===== src/logic/tgpm_pkg.sv =====
// tgpm_pkg: constants, register map and carrier types of the ten gig port mac
package tgpm_pkg;
  // ****************************************************************
  // register byte offsets
  // ****************************************************************
  localparam logic [7:0] ADDR_RST    = 8'h00;
  localparam logic [7:0] ADDR_ENA    = 8'h04;
  localparam logic [7:0] ADDR_MODE   = 8'h08;
  localparam logic [7:0] ADDR_MAXLEN = 8'h0C;
  localparam logic [7:0] ADDR_NTAGS  = 8'h10;
  localparam logic [7:0] ADDR_TAG0   = 8'h14;
  localparam logic [7:0] ADDR_TAG1   = 8'h18;
  localparam logic [7:0] ADDR_TAG2   = 8'h1C;
  localparam logic [7:0] ADDR_ADV    = 8'h20;
  localparam logic [7:0] ADDR_LFS    = 8'h24;
  localparam logic [7:0] ADDR_MASK   = 8'h28;
  localparam logic [7:0] ADDR_STAT   = 8'h2C;
  // ****************************************************************
  // field positions
  // ****************************************************************
  localparam int POS_SPEED  = 4;
  localparam int POS_TAGCHK = 16;
  localparam int POS_FMASK  = 8;
  localparam int POS_EMASK  = 16;
  localparam int ADV_INR    = 6;
  localparam int ADV_OOR    = 5;
  localparam int LFS_ONEWAY = 1;
  // ****************************************************************
  // reset values and frame constants
  // ****************************************************************
  localparam logic [3:0]  RESETS_INIT = 4'hF;
  localparam logic [1:0]  SPEED_10G   = 2'h0;
  localparam logic [1:0]  SPEED_5G    = 2'h1;
  localparam logic [13:0] MAXLEN_INIT = 14'h05EE;
  localparam logic [1:0]  NTAGS_INIT  = 2'h3;
  localparam logic [15:0] TAG_INIT    = 16'h8100;
  localparam logic [15:0] VLAN_ETYPE  = 16'h8100;
  localparam logic [15:0] PAUSE_ETYPE = 16'h8808;
  localparam logic [15:0] LEN_MAX     = 16'h05DC;
  localparam logic [15:0] TYPE_MIN    = 16'h0600;
  localparam logic [15:0] PAD_MIN     = 16'h002E;
  localparam logic [13:0] HDR_FCS     = 14'h0012;
  localparam logic [13:0] TYPE_POS    = 14'h000D;
  localparam logic [1:0]  FOS_NONE    = 2'h0;
  localparam logic [1:0]  FOS_LOCAL   = 2'h1;
  localparam logic [1:0]  FOS_REMOTE  = 2'h2;
  // ****************************************************************
  // carriers
  // ****************************************************************
  // flags: 0 ext end, 1 ext begin, 2 delimiter, 3 short preamble,
  // 4 preamble, 5 outer header checksum; valid on any byte of a frame
  typedef struct packed {
    logic       valid;
    logic       sop;
    logic       eop;
    logic [7:0] data;
    logic [5:0] flags;
  } tgpm_rx_in_t;
  typedef struct packed {
    logic       valid;
    logic       sop;
    logic       eop;
    logic       abort;
    logic       link_pause;
    logic [7:0] data;
  } tgpm_rx_out_t;
  typedef struct packed {
    logic       valid;
    logic       sop;
    logic       eop;
    logic [7:0] data;
  } tgpm_tx_in_t;
  typedef struct packed {
    logic       valid;
    logic       sop;
    logic       eop;
    logic [7:0] data;
    logic [1:0] fault_os;
  } tgpm_tx_out_t;
  typedef struct packed {
    logic coding_sublayer_irq;
    logic transmit_idle_change_irq;
    logic receive_idle_change_irq;
    logic link_rise_irq;
    logic link_fall_irq;
  } tgpm_irq_t;
  typedef enum logic [1:0] {RX_IDLE, RX_PASS, RX_DROP} tgpm_rx_st_t;
  typedef enum logic {TX_IDLE, TX_FRAME} tgpm_tx_st_t;
endpackage : tgpm_pkg


===== src/logic/tgpm_mac.sv =====
// tgpm_mac: register file, receive checker and transmit path of the port mac
//
// The register offsets and the APB slave port were left to the implementer.
`timescale 1ns/1ps
`default_nettype none
module tgpm_mac import tgpm_pkg::*; #(
  parameter int MAX_FRAME_BYTES = 14000
) (
  input  wire logic         pclk,
  input  wire logic         presetn,
  input  wire logic         psel,
  input  wire logic         penable,
  input  wire logic         pwrite,
  input  wire logic [7:0]   paddr,
  input  wire logic [31:0]  pwdata,
  output logic [31:0]       prdata,
  output logic              pready,
  output logic              pslverr,
  input  wire tgpm_rx_in_t  rx_in,
  output tgpm_rx_out_t      rx_out,
  input  wire tgpm_tx_in_t  tx_in,
  output logic              tx_ready,
  output tgpm_tx_out_t      tx_out,
  input  wire logic [1:0]   rx_fault,
  input  wire logic [7:0]   coding_events,
  input  wire logic [7:0]   correction_events,
  input  wire logic [7:0]   energy_events,
  input  wire logic         tx_lpi,
  input  wire logic         rx_lpi,
  input  wire logic         link_up,
  output logic              mac_receive_reset,
  output logic              mac_transmit_reset,
  output logic              coding_receive_reset,
  output logic              coding_transmit_reset,
  output logic [1:0]        speed_select,
  output logic              preamble_format_select,
  output logic              gap_format_select,
  output tgpm_irq_t         irq
);
  if (MAX_FRAME_BYTES < 64 || MAX_FRAME_BYTES > 16371) begin : g_bad_len
    $error("MAX_FRAME_BYTES out of range for a 14-bit byte counter");
  end
  localparam logic [13:0] FRAME_CAP = 14'(MAX_FRAME_BYTES);

  // ****************************************************************
  // state
  // ****************************************************************
  typedef struct packed {
    logic              pready;
    logic              pslverr;
    logic [31:0]       prdata;
    logic [3:0]        rst;
    logic [1:0]        speed;
    logic              rxen;
    logic              txen;
    logic [3:0]        mode;
    logic [13:0]       maxlen;
    logic              tagchk;
    logic [1:0]        ntags;
    logic [2:0][15:0]  custom_tag_ethertype;
    logic [6:0]        adv;
    logic              fault_en;
    logic              one_way;
    logic [7:0]        cmask;
    logic [7:0]        fmask;
    logic [7:0]        emask;
    tgpm_rx_st_t       rx_st;
    logic [13:0]       cnt;
    logic [7:0]        shift;
    logic [1:0]        tags;
    logic              scan;
    logic              err;
    logic [15:0]       lt;
    logic              pause;
    tgpm_rx_out_t      rx_out;
    tgpm_tx_st_t       tx_st;
    logic              tx_ready;
    tgpm_tx_out_t      tx_out;
    tgpm_irq_t         irq;
    logic              tx_lpi_q;
    logic              rx_lpi_q;
    logic              link_q;
  } tgpm_state_t;

  tgpm_state_t s;
  tgpm_state_t next_s;
  logic        rx_go;
  logic        tx_go;
  logic        wr_en;

  // ****************************************************************
  // helpers
  // ****************************************************************
  function automatic logic [13:0] limit(logic [13:0] mx, logic chk, logic [1:0] t);
    limit = chk ? 14'(mx + {10'h0, t, 2'h0}) : mx;
  endfunction : limit

  function automatic logic is_tag(logic [15:0] w, logic [2:0][15:0] ids);
    is_tag = (w == VLAN_ETYPE) || (w == ids[0]) || (w == ids[1]) || (w == ids[2]);
  endfunction : is_tag

  function automatic logic [32:0] rd(logic [7:0] a, tgpm_state_t st, logic [1:0] flt);
    logic [31:0] d;
    logic        hit;
    d   = '0;
    hit = 1'b1;
    if (a == ADDR_RST) begin
      d[3:0] = st.rst;
      d[POS_SPEED+:2] = st.speed;
    end else if (a == ADDR_ENA) begin
      d[1:0] = {st.txen, st.rxen};
    end else if (a == ADDR_MODE) begin
      d[3:0] = st.mode;
    end else if (a == ADDR_MAXLEN) begin
      d[13:0] = st.maxlen;
      d[POS_TAGCHK] = st.tagchk;
    end else if (a == ADDR_NTAGS) begin
      d[1:0] = st.ntags;
    end else if (a == ADDR_TAG0) begin
      d[15:0] = st.custom_tag_ethertype[0];
    end else if (a == ADDR_TAG1) begin
      d[15:0] = st.custom_tag_ethertype[1];
    end else if (a == ADDR_TAG2) begin
      d[15:0] = st.custom_tag_ethertype[2];
    end else if (a == ADDR_ADV) begin
      d[6:0] = st.adv;
    end else if (a == ADDR_LFS) begin
      d[1:0] = {st.one_way, st.fault_en};
    end else if (a == ADDR_MASK) begin
      d[23:0] = {st.emask, st.fmask, st.cmask};
    end else if (a == ADDR_STAT) begin
      d[3:0] = {flt, st.tx_st == TX_FRAME, st.rx_st != RX_IDLE};
    end else begin
      hit = 1'b0;
    end
    rd = {hit, d};
  endfunction : rd

  assign rx_go = s.rxen && !s.rst[0];
  assign tx_go = s.txen && !s.rst[1];
  assign wr_en = psel && penable && s.pready && pwrite;

  // ****************************************************************
  // next state
  // ****************************************************************
  always_comb begin
    logic [32:0] r;
    logic [15:0] w;
    logic [13:0] c;
    logic [13:0] lim;
    logic [13:0] pl;
    logic [1:0]  tg;
    logic        inr;
    logic        oor;
    logic        take;
    logic        block;
    r     = rd(paddr, s, rx_fault);
    w     = {s.shift, rx_in.data};
    c     = rx_in.sop ? 14'h0000 : s.cnt;
    tg    = rx_in.sop ? 2'h0 : s.tags;
    lim   = '0;
    pl    = '0;
    inr   = 1'b0;
    oor   = 1'b0;
    take  = tx_in.valid && s.tx_ready && tx_go;
    block = s.fault_en && |rx_fault && !s.one_way;
    next_s = s;

    // zero wait states: answer in the first access cycle
    next_s.pready  = psel && !penable;
    next_s.pslverr = psel && !penable && !r[32];
    next_s.prdata  = (psel && !penable) ? r[31:0] : '0;
    if (wr_en) begin
      if (paddr == ADDR_RST) begin
        next_s.rst   = pwdata[3:0];
        next_s.speed = pwdata[POS_SPEED+:2];
      end else if (paddr == ADDR_ENA) begin
        next_s.rxen = pwdata[0];
        next_s.txen = pwdata[1];
      end else if (paddr == ADDR_MODE) begin
        next_s.mode = pwdata[3:0];
      end else if (paddr == ADDR_MAXLEN) begin
        // limit is clamped to the supported size; with tag checking the counter may pass it by four bytes per counted tag
        next_s.maxlen = (pwdata[13:0] > FRAME_CAP) ? FRAME_CAP : pwdata[13:0];
        next_s.tagchk = pwdata[POS_TAGCHK];
      end else if (paddr == ADDR_NTAGS) begin
        next_s.ntags = pwdata[1:0];
      end else if (paddr == ADDR_TAG0) begin
        next_s.custom_tag_ethertype[0] = pwdata[15:0];
      end else if (paddr == ADDR_TAG1) begin
        next_s.custom_tag_ethertype[1] = pwdata[15:0];
      end else if (paddr == ADDR_TAG2) begin
        next_s.custom_tag_ethertype[2] = pwdata[15:0];
      end else if (paddr == ADDR_ADV) begin
        next_s.adv = pwdata[6:0];
      end else if (paddr == ADDR_LFS) begin
        next_s.fault_en = pwdata[0];
        next_s.one_way  = pwdata[LFS_ONEWAY];
      end else if (paddr == ADDR_MASK) begin
        next_s.cmask = pwdata[7:0];
        next_s.fmask = pwdata[POS_FMASK+:8];
        next_s.emask = pwdata[POS_EMASK+:8];
      end
    end

    // receive path
    next_s.rx_out = '0;
    if (!rx_go) begin
      next_s.rx_st = RX_IDLE;
    end else if (rx_in.valid) begin
      next_s.shift = rx_in.data;
      if (s.rx_st == RX_DROP && !rx_in.sop) begin
        if (rx_in.eop) begin
          next_s.rx_st = RX_IDLE;
        end
      end else if (s.rx_st == RX_PASS || rx_in.sop) begin
        if (rx_in.sop) begin
          next_s.scan  = 1'b1;
          next_s.err   = 1'b0;
          next_s.lt    = '0;
          next_s.pause = 1'b0;
        end
        // type field sits after each tag; stop at the first non-tag or once ntags tags are counted
        if ((rx_in.sop || s.scan) && c == 14'(TYPE_POS + {10'h0, tg, 2'h0})) begin
          if (is_tag(w, s.custom_tag_ethertype) && tg < s.ntags) begin
            tg = 2'(tg + 2'h1);
          end else begin
            next_s.scan  = 1'b0;
            next_s.lt    = w;
            next_s.pause = (w == PAUSE_ETYPE);
          end
        end
        next_s.err = (rx_in.sop ? 1'b0 : s.err) |
                     (rx_in.flags[0] & s.adv[0]) | (rx_in.flags[1] & s.adv[1]) |
                     (rx_in.flags[2] & s.adv[2]) | (rx_in.flags[3] & !s.adv[3]) |
                     (rx_in.flags[4] & s.adv[4]) | (rx_in.flags[5] & s.mode[3]);
        next_s.tags = tg;
        next_s.cnt  = 14'(c + 14'h0001);
        lim = limit(s.maxlen, s.tagchk, tg);
        pl  = 14'(c + 14'h0001 - HDR_FCS - {10'h0, tg, 2'h0});
        if (!next_s.scan && (c + 14'h0001) >= 14'(HDR_FCS + {10'h0, tg, 2'h0})) begin
          inr = s.adv[ADV_INR] && next_s.lt <= LEN_MAX &&
                (next_s.lt > {2'h0, pl} || (next_s.lt >= PAD_MIN && next_s.lt != {2'h0, pl}));
          oor = s.adv[ADV_OOR] && next_s.lt > LEN_MAX && next_s.lt < TYPE_MIN;
        end
        next_s.rx_out.valid = 1'b1;
        next_s.rx_out.sop   = rx_in.sop;
        next_s.rx_out.data  = rx_in.data;
        if (14'(c + 14'h0001) == lim && !rx_in.eop) begin
          next_s.rx_out.eop   = 1'b1;
          next_s.rx_out.abort = 1'b1;
          next_s.rx_st        = RX_DROP;
        end else if (rx_in.eop) begin
          next_s.rx_out.eop        = 1'b1;
          next_s.rx_out.abort      = next_s.err | inr | oor;
          next_s.rx_out.link_pause = next_s.pause && !s.mode[0];
          next_s.rx_st             = RX_IDLE;
        end else begin
          next_s.rx_st = RX_PASS;
        end
      end
    end

    // transmit path
    next_s.tx_out = '0;
    if (take) begin
      next_s.tx_out.valid = 1'b1;
      next_s.tx_out.sop   = tx_in.sop;
      next_s.tx_out.eop   = tx_in.eop;
      next_s.tx_out.data  = tx_in.data;
      next_s.tx_st        = tx_in.eop ? TX_IDLE : TX_FRAME;
    end else if (!tx_go) begin
      next_s.tx_st = TX_IDLE;
    end
    if (!take && next_s.tx_st == TX_IDLE && s.fault_en && rx_fault[0]) begin
      next_s.tx_out.fault_os = FOS_REMOTE;
    end
    // a fault only stalls new frames; the one under way completes
    next_s.tx_ready = next_s.txen && !next_s.rst[1] &&
                      !(block && next_s.tx_st == TX_IDLE);

    // interrupt indications
    next_s.irq.coding_sublayer_irq = |(coding_events & s.cmask) |
                                     |(correction_events & s.fmask) |
                                     |(energy_events & s.emask);
    next_s.irq.transmit_idle_change_irq = tx_lpi != s.tx_lpi_q;
    next_s.irq.receive_idle_change_irq  = rx_lpi != s.rx_lpi_q;
    next_s.irq.link_rise_irq = link_up && !s.link_q;
    next_s.irq.link_fall_irq = !link_up && s.link_q;
    next_s.tx_lpi_q = tx_lpi;
    next_s.rx_lpi_q = rx_lpi;
    next_s.link_q   = link_up;
  end

  always_ff @(posedge pclk or negedge presetn) begin
    if (!presetn) begin
      s          <= '0;
      s.rst      <= RESETS_INIT;
      s.speed    <= SPEED_10G;
      s.maxlen   <= MAXLEN_INIT;
      s.ntags    <= NTAGS_INIT;
      s.custom_tag_ethertype <= {TAG_INIT, TAG_INIT, TAG_INIT};
      s.fault_en <= 1'b1;
    end else begin
      s <= next_s;
    end
  end

  // ****************************************************************
  // outputs
  // ****************************************************************
  assign prdata                 = s.prdata;
  assign pready                 = s.pready;
  assign pslverr                = s.pslverr;
  assign rx_out                 = s.rx_out;
  assign tx_ready               = s.tx_ready;
  assign tx_out                 = s.tx_out;
  assign mac_receive_reset      = s.rst[0];
  assign mac_transmit_reset     = s.rst[1];
  assign coding_receive_reset   = s.rst[2];
  assign coding_transmit_reset  = s.rst[3];
  assign speed_select           = s.speed;
  assign preamble_format_select = s.mode[1];
  assign gap_format_select      = s.mode[2];
  assign irq                    = s.irq;

  // ****************************************************************
  // checks
  // ****************************************************************
  logic block_now;
  assign block_now = s.fault_en && |rx_fault && !s.one_way;
endmodule : tgpm_mac
`default_nettype wire


===== config.mk =====
export PLATFORM = sky130hd
export DESIGN_NAME = tgpm_mac
export DESIGN_NICKNAME = d
export VERILOG_FILES = /design/src/logic/tgpm_pkg.sv /design/src/logic/tgpm_mac.sv
export SDC_FILE = /design/constraint.sdc
export NUM_CORES = 1
export LEC_CHECK = 0
export ABC_AREA = 1
export ABC_CLOCK_PERIOD_IN_PS = 6200
export BUFFER_PORTS_ARGS = -buffer_cell sky130_fd_sc_hd__buf_4
export CORE_ASPECT_RATIO = 1.75
export CORE_MARGIN = 2
export CORE_UTILIZATION = 58
export DETAILED_ROUTE_END_ITERATION = 8
export PLACE_DENSITY = 0.81
export SLEW_MARGIN = 40
export SYNTH_ARGS = -nofsm -noshare
export SYNTH_HDL_FRONTEND = slang
export SYNTH_SLANG_ARGS = --single-unit

===== constraint.sdc =====
create_clock -name pclk -period 6.2 [get_ports pclk]
set_input_delay 0.31 -clock pclk [delete_from_list [all_inputs] [get_ports pclk]]
set_output_delay 0.31 -clock pclk [all_outputs]
set_load 0.05 [all_outputs]

==> results by group <==
CTS
  – Bufs on Longest Clock Path: 3
  – Later-pin clock latency in the skew report: 0.51 ns
  – Htree depth: 1
  – CTS root buffer: clkbuf_16
  – CTS sink cnt: 216
  – Clock transition at path regs: 0.07 ns
  – CTS Buf Count: 22
  – CTS tree: done
  – Gates resized, CTS repair: 0
  – Post-CTS Setup Bufs: 0

Cells and area
  – Post-route insts no fill: 1997
  – Syn-to-layout area delta: 14.0%
  – Nets: 1857
  – Fraction of layout cells with a size suffix above 1: 0.169
  – Fillcell total: 1818
  – # diodes: 0
  – Fin util: 0.670

Timing
  – Setup TNS: 0 ns
  – Hold Vio Cnt, Final: 0
  – Setup-failing EPs final: 0
  – Slew margin rel.: 0.422
  – Min Hold Slack: 0.0156 ns
  – F_max: 0.179 GHz
  – Worst slew pin tran: 0.866 ns
  – Setup Skew: 0.00956 ns
  – Final Critical Period: 5.58 ns
  – RSZ-0062 raised after global routing: false
  – Final WS setup: 0.618 ns
  – Final Max Tran Viols: 0
  – Final period util: 0.900

Power and ir drop
  – Worst vdd ir: 0.000275 V
  – Leak: 7.18 nW
  – Cell Pwr Density: 218 nW/um^2

Place
  – Setup WS pre-CTS: 0.610 ns
  – Port buffer count: 158
  – Post-DP HPWL: 28200 um
  – Placed cells: 1953
  – GP Congestion: 0.977

Die
  – IO Count: 176
  – Site Rows: 71
  – Die X: 115 um
  – Core area: 21300 um^2
  – DIE HEIGHT: 198 um
  – Initial Util: 0.587
  – Die area: 22800 um^2

Critical path
  – WP buf/inv: 2
  – Worst r2r src: s[65]
  – Crit. End Element: register
  – CP Class: reg2reg
  – CP dominant cell by count: nand2_1
  – Setup crit start: s[65]
  – Critical path data arrival time: 5.97 ns
  – Crit path required time: 6.59 ns
  – Critical Path Max Stage Delay: 0.40 ns
  – Worst setup SP type: register
  – CP max-delay cell: dfrtp_1
  – CP Max Fanout: 5
  – Family with the most delay on the worst path: simple AND/OR/NAND/NOR gates

Run status
  – Status: finished clean

Logic synthesis
  – List of most frequent post-synthesis cells: nand2_1 (443), dfrtp_1 (195), inv_1 (188)
  – Post-synthesis compound-gate area fraction: 0.128
  – Simple-gate share of the synthesized area: 0.245
  – Warnings from Yosys: 0
  – Post-synth EDFFs: 0
  – Synth Flop Type: dfrtp_1
  – Yosys cell types: 62
  – Top-count cell post-synth: nand2_1
  – Cell area after synthesis: 12500 um^2
  – FF+latch count, synth: 216
  – Sequential area share after synthesis: 0.434
  – Adder-cell share of the synthesized area: 0.0296
  – Yosys top cell area share: 0.390
  – Top cell type by total area after synthesis: dfrtp_1
  – Synth Instances: 1630
  – Asr flop ratio synth: 1.00
  – Mux cell area share after synthesis: 0.00789
  – XOR/XNOR share of the synthesized area: 0.0354
  – Mean Syn Cell Area: 7.68 um^2
  – Largest family of logic cells by synthesized area: simple AND/OR/NAND/NOR gates
  – Synth area leaders: dfrtp_1 (39%), nand2_1 (13%), o21ai_0 (6.8%), inv_1 (5.6%), nor2_1 (4.6%)

Global route
  – Overall Global Routing Usage: 0.327
  – Vias in the first global route: 11076
  – Initial antenna violation count: 0
  – Largest net degree at the start of global routing: 80
  – First-pass GRT wire length: 57300 um
  – Grt total ovfl: 0

Routing
  – # DRC: 0
  – Top Metal Used: met4
  – 1st-iter DRT viols: 904
  – Vias post-DR: 11327
  – Met1 Wirelength: 12700 um
  – Drt total wl: 37100 um
  – DR WL/cell: 18.6 um
  – Met2 wire len: 19100 um
  – Post-DRT Antenna Nets: 0
  – Routed vias/inst: 5.67
  – DR pass1 iterations: 7
  – Met3 Wirelength: 2550 um

Flow run
  – Maxcap violations: 0

Hold path
  – HP Start: tx_in[7]
  – Hold Crit Class: in2reg
[per-stage QoR]
stage	total power, mW	instance area [um^2]
2_1_floorplan	1.62	12600
3_3_place_gp	1.73	13500
3_5_place_dp	1.74	13500
4_1_cts	3.13	14300
5_1_grt	3.20	14300
6_report	3.11	14300
[final cells by class]
type	count	area (um^2)	area share
multi-input cells	1101	5630	0.395
flip-flops and latches	216	5430	0.380
repair buffers	175	1350	0.0944
inverters	210	793	0.0556
clock buffers	34	667	0.0467
well taps	255	319	0.0223
clock inverters	6	87.6	0.00613
[report_power, final]
group          internal [mW]  total (mW)  switching, mW
registers               1.43        1.44         0.0117
logic                 0.0944       0.283          0.188
clock network          0.825        1.39          0.561
[cells by family (layout without fill, tap and decap cells)]
logic type      count (synthesis)  in the layout
mux                             9              9
flops                         216            216
other cells                     1              9
xor+xnor                       48             48
simple gates                  727            727
fa+ha+maj                      29             29
compound gates                279            279
buf+inv                       321            425
[final timing paths]
check | endpoint | slack [ns] | cells after the start
worst max-delay path | rx_out[9] | 0.62 | 32
worst min-delay path | tx_out[9] | 0.02 | 3
worst max register to register | rx_out[9] | 0.62 | 32
worst min register to register | irq[1] | 0.44 | 1
max in group asynchronous | s[168] | 4.70 | 4
min in group asynchronous | s[2] | 0.34 | 2
[registers in the layout (all words and copies together), names as in the netlist, 2 cells and up]
| signal | flops |
|---|---|
| tx_out | 12 |
| speed_select | 2 |
| rx_out | 13 |
| prdata | 24 |
| irq | 5 |
| s | 151 |
[cell usage in the layout, fill, tap and decap left out, types with 23 or more instances in the layout]
cell,netlist,final
dfrtp_1,195,195
nor2_1,152,151
nand2_1,443,440
nand3_1,48,48
a21oi_1,42,42
clkbuf_16,0,23
o21ai_0,171,171
inv_1,188,188
buf_4,66,168
ha_1,28,28
xor2_1,35,35
[metal layers]
metal | vias to the layer above | track usage
met5 | - | 0
met4 | 0 | 0.214
met3 | 149 | 0.0469
met2 | 536 | 0.576
met1 | 5299 | 0.361
li1 | 5343 | -
[worst reg2reg max path: cells and delay by family, from the launching register on]
kind / cells / cell delay, ns
compound gates: 6 / 1.28
xor+xnor: 1 / 0.16
fa+ha+maj: 4 / 1.21
buf+inv: 2 / 0.16
flops: 1 / 0.40
simple gates: 19 / 2.27
[repair_timing]
item	CTS	global route
hold buffers	4	0
endpoints found under the setup margin	0	0
hold endpoints to repair	70	0
Power figures use the tool's default switching activity.
